==> src/adcsc_consts.svh <==
// constants of the converter sequencing control: offsets, fields, resets, timing
`ifndef ADCSC_CONSTS_SVH
`define ADCSC_CONSTS_SVH
`define ADCSC_AW 18
`define ADCSC_IDX_MODE 16'hffc4
`define ADCSC_IDX_RESULT 16'hffc5
`define ADCSC_IDX_START 16'hffc6
`define ADCSC_IDX_STATUS 16'hffc8
`define ADCSC_IDX_MASK 16'hffc9
`define ADCSC_IDX_EDGE 16'hffca
`define ADCSC_MODE_RST 8'h00
`define ADCSC_MODE_RSV 8'h30
`define ADCSC_MODE_WMASK 8'hcf
`define ADCSC_START_RST 8'h7f
`define ADCSC_START_BIT 7
`define ADCSC_SPEED_BIT 7
`define ADCSC_EXT_EN_BIT 6
`define ADCSC_EDGE_BIT 4
`define ADCSC_SLOW_CYC 6'd62
`define ADCSC_FAST_CYC 6'd31
`define ADCSC_STEPS 6'd8
`define ADCSC_CH_BASE 4'h4
`define ADCSC_RESP_OKAY 2'b00
`define ADCSC_RESP_SLVERR 2'b10
`endif

==> src/adcsc_pkg.sv <==
// types of the converter sequencing control
`include "adcsc_consts.svh"
package adcsc_pkg;
  typedef enum logic [1:0] {
    CS_IDLE = 2'b00,
    CS_SAMPLE = 2'b01,
    CS_TRIAL = 2'b10
  } adcsc_conv_t;

  typedef struct packed {
    logic awvalid;
    logic [`ADCSC_AW-1:0] awaddr;
    logic wvalid;
    logic [31:0] wdata;
    logic [3:0] wstrb;
    logic bready;
    logic arvalid;
    logic [`ADCSC_AW-1:0] araddr;
    logic rready;
  } adcsc_axi_req_t;

  typedef struct packed {
    logic awready;
    logic wready;
    logic bvalid;
    logic [1:0] bresp;
    logic arready;
    logic rvalid;
    logic [31:0] rdata;
    logic [1:0] rresp;
  } adcsc_axi_rsp_t;

  typedef struct packed {
    adcsc_conv_t cstate;
    logic [5:0] cnt;
    logic [2:0] bitpos;
    logic [7:0] sar;
    logic [3:0] conv_ch;
    logic [7:0] mode;
    logic edge_sel;
    logic status;
    logic mask;
    logic done;
    logic [7:0] result;
    logic trg_s1;
    logic trg_s2;
    logic trg_s3;
    logic cmp_s1;
    logic cmp_s2;
    logic aw_got;
    logic [`ADCSC_AW-1:0] awaddr;
    logic w_got;
    logic [7:0] wdata;
    logic wlane0;
    logic bvalid;
    logic [1:0] bresp;
    logic rvalid;
    logic [31:0] rdata;
    logic [1:0] rresp;
  } adcsc_state_t;
endpackage

==> src/adcsc_top.sv <==
// converter sequencing control: register slave, start logic and sar sequencer
//
// Notes on behaviour
// - the result register is eight bits wide and software can only read it.
// - the result register can be read at any time, even mid-conversion, with no stall.
// - during a conversion the value read from the result register is the previous result.
// - a finished conversion stores its result, which then holds until the next conversion finishes.
// - reset leaves the result register as it was, so it is undefined after power-up.
// - reset sets the mode register to reserved bits five and four high, the rest low.
// - mode bit seven picks a conversion of 62 clocks when low and 31 clocks when high.
// - with mode bit six low the external start pin is ignored.
// - with mode bit six high the chosen edge of the external start pin starts a conversion.
// - the active edge of the start pin comes from a bit of the edge-select register.
// - mode bits five and four always read as one and ignore writes.
// - the low four mode bits choose the input channel for the next conversion.
// - each finished conversion sets the status flag, which raises an interrupt request only while the mask bit is set.
// - the channel mux serves up to eight inputs, fewer on a smaller build.
`include "adcsc_consts.svh"

module adcsc_top #(
  parameter int INPUT_COUNT = 8
) (
  input wire logic mclk,
  input wire logic sys_rst,
  input wire adcsc_pkg::adcsc_axi_req_t axi_req,
  output adcsc_pkg::adcsc_axi_rsp_t axi_rsp,
  input wire logic ext_start_pin,
  input wire logic comp_in,
  output logic [7:0] dac_code,
  output logic sample_hold,
  output logic [INPUT_COUNT-1:0] an_select,
  output logic irq
);
  import adcsc_pkg::*;

  // ****************************************
  // helpers
  // ****************************************
  function automatic logic [15:0] word_idx(input logic [`ADCSC_AW-1:0] a);
    word_idx = a[`ADCSC_AW-1:2];
  endfunction

  function automatic logic [5:0] period_of(input logic fast);
    period_of = fast ? `ADCSC_FAST_CYC : `ADCSC_SLOW_CYC;
  endfunction

  // each of the eight trials gets an equal slice, the remainder goes to sampling
  function automatic logic [5:0] step_of(input logic fast);
    step_of = period_of(fast) / `ADCSC_STEPS;
  endfunction

  function automatic logic [5:0] sample_of(input logic fast);
    sample_of = period_of(fast) - (step_of(fast) * `ADCSC_STEPS);
  endfunction

  // ****************************************
  // state
  // ****************************************
  adcsc_state_t st_r;
  adcsc_state_t st_nxt;
  logic trig_edge;
  logic start_wr;
  logic conv_start;
  logic idle;
  logic wr_do;
  logic rd_do;
  logic [15:0] widx;
  logic [15:0] ridx;
  logic [3:0] ch_off;

  assign idle = (st_r.cstate == CS_IDLE);
  assign widx = word_idx(st_r.awaddr);
  assign ridx = word_idx(axi_req.araddr);
  assign wr_do = st_r.aw_got && st_r.w_got && !st_r.bvalid;
  assign rd_do = axi_req.arvalid && !st_r.rvalid;
  // edge detection reads only the second and third stages
  assign trig_edge = st_r.edge_sel ? (st_r.trg_s2 && !st_r.trg_s3) :
                     (!st_r.trg_s2 && st_r.trg_s3);
  assign start_wr = wr_do && st_r.wlane0 && (widx == `ADCSC_IDX_START) &&
                    st_r.wdata[`ADCSC_START_BIT];
  // a start that arrives while busy is dropped, the running conversion finishes
  assign conv_start = idle && (start_wr ||
                      (trig_edge && st_r.mode[`ADCSC_EXT_EN_BIT]));

  // ****************************************
  // next state
  // ****************************************
  always_comb begin
    st_nxt = st_r;
    st_nxt.done = 1'b0;
    st_nxt.trg_s1 = ext_start_pin;
    st_nxt.trg_s2 = st_r.trg_s1;
    st_nxt.trg_s3 = st_r.trg_s2;
    st_nxt.cmp_s1 = comp_in;
    st_nxt.cmp_s2 = st_r.cmp_s1;

    // sequencer
    case (st_r.cstate)
      CS_IDLE: begin
        if (conv_start) begin
          st_nxt.cstate = CS_SAMPLE;
          st_nxt.cnt = sample_of(st_r.mode[`ADCSC_SPEED_BIT]);
          st_nxt.sar = 8'h80;
          st_nxt.bitpos = 3'h7;
          st_nxt.conv_ch = st_r.mode[3:0];
        end
      end
      CS_SAMPLE: begin
        if (st_r.cnt == 6'h01) begin
          st_nxt.cstate = CS_TRIAL;
          st_nxt.cnt = step_of(st_r.mode[`ADCSC_SPEED_BIT]);
        end else begin
          st_nxt.cnt = st_r.cnt - 6'h01;
        end
      end
      CS_TRIAL: begin
        if (st_r.cnt == 6'h01) begin
          // comparator high means the input is at or above the trial code
          st_nxt.sar[st_r.bitpos] = st_r.cmp_s2;
          st_nxt.cnt = step_of(st_r.mode[`ADCSC_SPEED_BIT]);
          if (st_r.bitpos == 3'h0) begin
            st_nxt.cstate = CS_IDLE;
            st_nxt.result = {st_r.sar[7:1], st_r.cmp_s2};
            st_nxt.done = 1'b1;
          end else begin
            st_nxt.sar[st_r.bitpos - 3'h1] = 1'b1;
            st_nxt.bitpos = st_r.bitpos - 3'h1;
          end
        end else begin
          st_nxt.cnt = st_r.cnt - 6'h01;
        end
      end
      default: begin
        st_nxt.cstate = CS_IDLE;
      end
    endcase

    // write channels, taken in either order
    if (axi_req.awvalid && !st_r.aw_got && !st_r.bvalid) begin
      st_nxt.aw_got = 1'b1;
      st_nxt.awaddr = axi_req.awaddr;
    end
    if (axi_req.wvalid && !st_r.w_got && !st_r.bvalid) begin
      st_nxt.w_got = 1'b1;
      st_nxt.wdata = axi_req.wdata[7:0];
      st_nxt.wlane0 = axi_req.wstrb[0];
    end
    if (wr_do) begin
      st_nxt.aw_got = 1'b0;
      st_nxt.w_got = 1'b0;
      st_nxt.bvalid = 1'b1;
      st_nxt.bresp = `ADCSC_RESP_OKAY;
      case (widx)
        `ADCSC_IDX_MODE: begin
          if (st_r.wlane0) begin
            st_nxt.mode = st_r.wdata & `ADCSC_MODE_WMASK;
          end
        end
        `ADCSC_IDX_EDGE: begin
          if (st_r.wlane0) begin
            st_nxt.edge_sel = st_r.wdata[`ADCSC_EDGE_BIT];
          end
        end
        `ADCSC_IDX_MASK: begin
          if (st_r.wlane0) begin
            st_nxt.mask = st_r.wdata[0];
          end
        end
        // result is read-only, status clears by read and start acts only through start_wr: nothing is stored here
        `ADCSC_IDX_RESULT, `ADCSC_IDX_START, `ADCSC_IDX_STATUS: begin
          st_nxt.bresp = `ADCSC_RESP_OKAY;
        end
        default: begin
          st_nxt.bresp = `ADCSC_RESP_SLVERR;
        end
      endcase
    end
    if (st_r.bvalid && axi_req.bready) begin
      st_nxt.bvalid = 1'b0;
    end

    // read channel, never stalled by a running conversion
    if (st_r.rvalid && axi_req.rready) begin
      st_nxt.rvalid = 1'b0;
    end
    if (rd_do) begin
      st_nxt.rvalid = 1'b1;
      st_nxt.rresp = `ADCSC_RESP_OKAY;
      st_nxt.rdata = 32'h0000_0000;
      case (ridx)
        `ADCSC_IDX_MODE: begin
          st_nxt.rdata[7:0] = st_r.mode | `ADCSC_MODE_RSV;
        end
        `ADCSC_IDX_RESULT: begin
          // mid-conversion this still shows the previous result
          st_nxt.rdata[7:0] = st_r.result;
        end
        `ADCSC_IDX_START: begin
          st_nxt.rdata[7:0] = `ADCSC_START_RST;
          st_nxt.rdata[`ADCSC_START_BIT] = !idle;
        end
        `ADCSC_IDX_STATUS: begin
          st_nxt.rdata[0] = st_r.status;
          st_nxt.status = 1'b0;
        end
        `ADCSC_IDX_MASK: begin
          st_nxt.rdata[0] = st_r.mask;
        end
        `ADCSC_IDX_EDGE: begin
          st_nxt.rdata[`ADCSC_EDGE_BIT] = st_r.edge_sel;
        end
        default: begin
          st_nxt.rresp = `ADCSC_RESP_SLVERR;
        end
      endcase
    end

    // completion wins over a clearing read in the same cycle
    if (st_nxt.done) begin
      st_nxt.status = 1'b1;
    end

    if (sys_rst) begin
      st_nxt = '0;
      st_nxt.cstate = CS_IDLE;
      st_nxt.mode = `ADCSC_MODE_RST;
      st_nxt.result = st_r.result;
      // synchronisers keep tracking the pins, so no false edge follows release
      st_nxt.trg_s1 = ext_start_pin;
      st_nxt.trg_s2 = st_r.trg_s1;
      st_nxt.trg_s3 = st_r.trg_s2;
      st_nxt.cmp_s1 = comp_in;
      st_nxt.cmp_s2 = st_r.cmp_s1;
    end
  end

  always_ff @(posedge mclk) begin
    st_r <= st_nxt;
  end

  // ****************************************
  // outputs
  // ****************************************
  assign ch_off = st_r.conv_ch - `ADCSC_CH_BASE;
  always_comb begin
    an_select = '0;
    // codes below the base select no input
    if (!idle && st_r.conv_ch >= `ADCSC_CH_BASE &&
        32'(ch_off) < INPUT_COUNT) begin
      an_select[ch_off[2:0]] = 1'b1;
    end
  end

  assign dac_code = st_r.sar;
  assign sample_hold = (st_r.cstate == CS_SAMPLE);
  assign irq = st_r.status && st_r.mask;
  assign axi_rsp.awready = !st_r.aw_got && !st_r.bvalid;
  assign axi_rsp.wready = !st_r.w_got && !st_r.bvalid;
  assign axi_rsp.bvalid = st_r.bvalid;
  assign axi_rsp.bresp = st_r.bresp;
  assign axi_rsp.arready = !st_r.rvalid;
  assign axi_rsp.rvalid = st_r.rvalid;
  assign axi_rsp.rdata = st_r.rdata;
  assign axi_rsp.rresp = st_r.rresp;
endmodule

==> config.mk <==
export PLATFORM = sky130hd
export DESIGN_NAME = adcsc_top
export DESIGN_NICKNAME = d
export VERILOG_FILES = /design/src/adcsc_pkg.sv /design/src/adcsc_top.sv
export VERILOG_INCLUDE_DIRS = /design/src
export SDC_FILE = /design/constraint.sdc
export NUM_CORES = 1
export LEC_CHECK = 0
export CORE_ASPECT_RATIO = 1.75
export CORE_MARGIN = 4
export CORE_UTILIZATION = 50
export CTS_BUF_LIST = sky130_fd_sc_hd__clkbuf_8
export CTS_CLUSTER_DIAMETER = 30
export DETAILED_ROUTE_END_ITERATION = 8
export DONT_BUFFER_PORTS = 1
export PLACE_DENSITY_LB_ADDON = 0.3
export SYNTH_ARGS = -nofsm -noshare
export SYNTH_HDL_FRONTEND = slang
export SYNTH_SLANG_ARGS = --single-unit
==> constraint.sdc <==
create_clock -name mclk -period 2.9 [get_ports mclk]
set_clock_uncertainty 0.2 [all_clocks]
set_input_delay 0.87 -clock mclk [delete_from_list [all_inputs] [get_ports mclk]]
set_output_delay 0.87 -clock mclk [all_outputs]
set_load 0.05 [all_outputs]
==> results.md <==
- Outcome: complete, no violations
- Vias per std cell: 5.67
- Met1 Use GR: 19.3%
- DP Worst Slack: 394 ps
- Layout cell share with drive strength beyond 1: 10.8%
- Critical setup path kind: reg -> out
- Peak Freq: 362 MHz
- Relative slew slack: 54.1%
- GP Congestion: 0.859
- Rows: 44
- Final net count: 573
- All-layer global routing usage: 18.5%
- # setup viols final: 0
- Commonest non-fill, non-tap cells in the layout: 73 x dfxtp_1, 69 x nand2_1, 45 x a21oi_1
- H-tree depth: 3
- Synth Flop Type: dfxtp_1
- Power density over the cells: 507 mW/mm^2
- Period utilisation layout: 95.4%
- Total Power: 0.00225 W
- Initial antenna violation count: 0
- Number of synthesized flops with an enable pin: 8
- Clock power share: 37.1%
- Worst VDD drop: 354 uV
- Final hold vios: 0
- Worst EP arrival: 1700 ps
- Sequential Power Share: 53.9%
- Drt drc: 0
- RR Startpoint: st_r[54]
- P_sw: 0.000620 W
- Detailed Routing Iterations Pass 1: 4
- Clock Pin Slew Worst Setup and Hold Paths: 90 ps
- Die Y: 130 um
- Nature of the critical path startpoint: register
- Port bufs: 0
- Detailed Route WL: 9.38 mm
- Sum Neg Setup Slack: 0 ps
- Post-layout min period: 2770 ps
- Worst-Margin Slew: 689 ps
- Setup WS post-layout: 134 ps
- FF+latch count, synth: 83
- Met3 usage: 4.70%
- Met2 Usage GRT: 34.0%
- Gate power share: 9.0%
- Initial Util: 51.5%
- Synth Instances: 500
- Io pins: 140
- Clk root buf: clkbuf_8
- Slew Viols, Final: 0
- Diodes inserted: 0
- Iter 0 DRT Violations: 236
- CP required: 1830 ps
- Synth cell types: 55
- P_int: 0.00163 W
- Busiest grt layer: met2
- Die Span X: 77.9 um
- Worst setup EP type: output pin
- First-pass GRT wire length: 15.1 mm
- Crit-path max FO: 4
- Ys Warns: 0
- Number of max-cap violations: 0
- Pleak: 1.70 nW
- Sw Ratio: 27.5%
- Clk Latency, worst-skew pair: 360 ps
- RSZ-0062 raised after global routing: false
- Seq/Total Area, Yosys: 40.7%
- Async SR Flop Fraction: 0%
- Post-Syn Area: 0.00428 mm^2
- Clock sink count: 83
- Setup Buffers After CTS: 0
- Commonest non-fill, non-tap cell in the layout: dfxtp_1
- Synthesis-to-layout area growth: 4.04%
- Clk buf depth: 2
- DP HPWL: 6.99 mm
- Worst setup path startpoint: st_r[113]
- Syn Area/Cell: 8.56 um^2
- Hold WC Path Type: reg -> reg
- CTS tree: yes
- Core footprint: 0.00831 mm^2
- Routed len/inst: 15.5 um
- Routed Antenna Nets: 0
- Vias in the first global route: 3209
- Inserted Clock Buffers: 9
- Hold_sp: st_r[68]
- Die footprint: 0.0102 mm^2
- Grt total ovfl: 0
- Vias: 3422
- Largest net degree at the start of global routing: 67
-- state kept, by name, indices dropped and copies added (netlist names) --
signal,cells
st_r,63
axi_rsp,12
dac_code,8
-- worst paths after layout --
check	to	slack, ps	depth (start not counted)
setup / recovery	an_select[4]	130	6
hold reg to reg	st_r[67]	130	0
setup reg to reg	dac_code[0]	570	5
hold / removal	st_r[67]	130	0
-- metal layers --
layer	wire, um	vias to the layer above
li1	-	1673
met5	0	-
met2	5170	115
met1	3460	1620
met3	548	14
met4	208	0
-- cell usage after synthesis, drive strengths merged (7+ instances only) --
library cell | count | area (um^2)
nor3 | 14 | 70.1
dfxtp | 75 | 1500
buf | 51 | 368
nor2b | 10 | 62.6
nor2 | 35 | 131
mux2i | 15 | 150
a21oi | 45 | 225
inv | 19 | 71.3
nand2 | 69 | 259
nand3 | 9 | 45.0
nand4b | 8 | 70.1
ha | 8 | 100
o21ai | 14 | 70.1
edfxtp | 8 | 240
a22o | 7 | 61.3
clkbuf | 18 | 67.6
nand2b | 11 | 68.8
a311oi | 7 | 61.3
-- per-stage QoR --
stage          util, %  std cells  cell area, um^2  hold WS [ps]
3_3_place_gp      50.7        588             4220           112
4_1_cts           53.2        604             4420           139
3_5_place_dp      50.7        588             4220           118
5_1_grt           53.5        604             4450           145
2_1_floorplan        -        525             4380           110
6_report          53.5        604             4450           134
-- repair_timing --
action	in CTS	in global routing
hold buffers	0	0
gates resized for setup	0	11
setup endpoints to repair	0	8
-- logic make-up (layout without fill, tap and decap cells) --
logic type | count (synthesis) | in the layout | synth area share, %
fa+ha+maj | 8 | 8 | 2.34
flops | 83 | 83 | 40.7
xor+xnor | 2 | 2 | 0.410
compound gates | 111 | 111 | 17.8
other cells | 1 | 26 | 0.0877
mux | 19 | 19 | 4.56
buf+inv | 89 | 53 | 11.9
simple gates | 187 | 187 | 22.2
-- worst max-delay path, stage by stage (launching register included) --
cell and delay [ps]:
dfxtp_2 350, inv_1 80, ha_2 220, nor2_2 120, nand3b_1 170, nor3_2 210
buf_6 180
-- cell type report --
| cell class | count | area (um^2) |
|---|---|---|
| tap | 115 | 144 |
| multi-input combinational | 353 | 2140 |
| sequential | 83 | 1750 |
| clock inverter | 7 | 77.6 |
| fill | 780 | 3860 |
| inverter | 20 | 75.1 |
| clock buffer | 9 | 124 |
| timing repair buffer | 17 | 139 |
-- power groups by stage --
stage	logic [W]	registers (W)	clock network [W]
final	0.000203	0.00122	0.000836
after global routing	0.000221	0.00122	0.000909
after floorplan	0.000233	0.00123	0
after global placement	0.000200	0.00124	0
after detailed placement	0.000203	0.00124	0
after CTS	0.000204	0.00122	0.000859
Note: power is estimated with default switching activity, not from simulation.
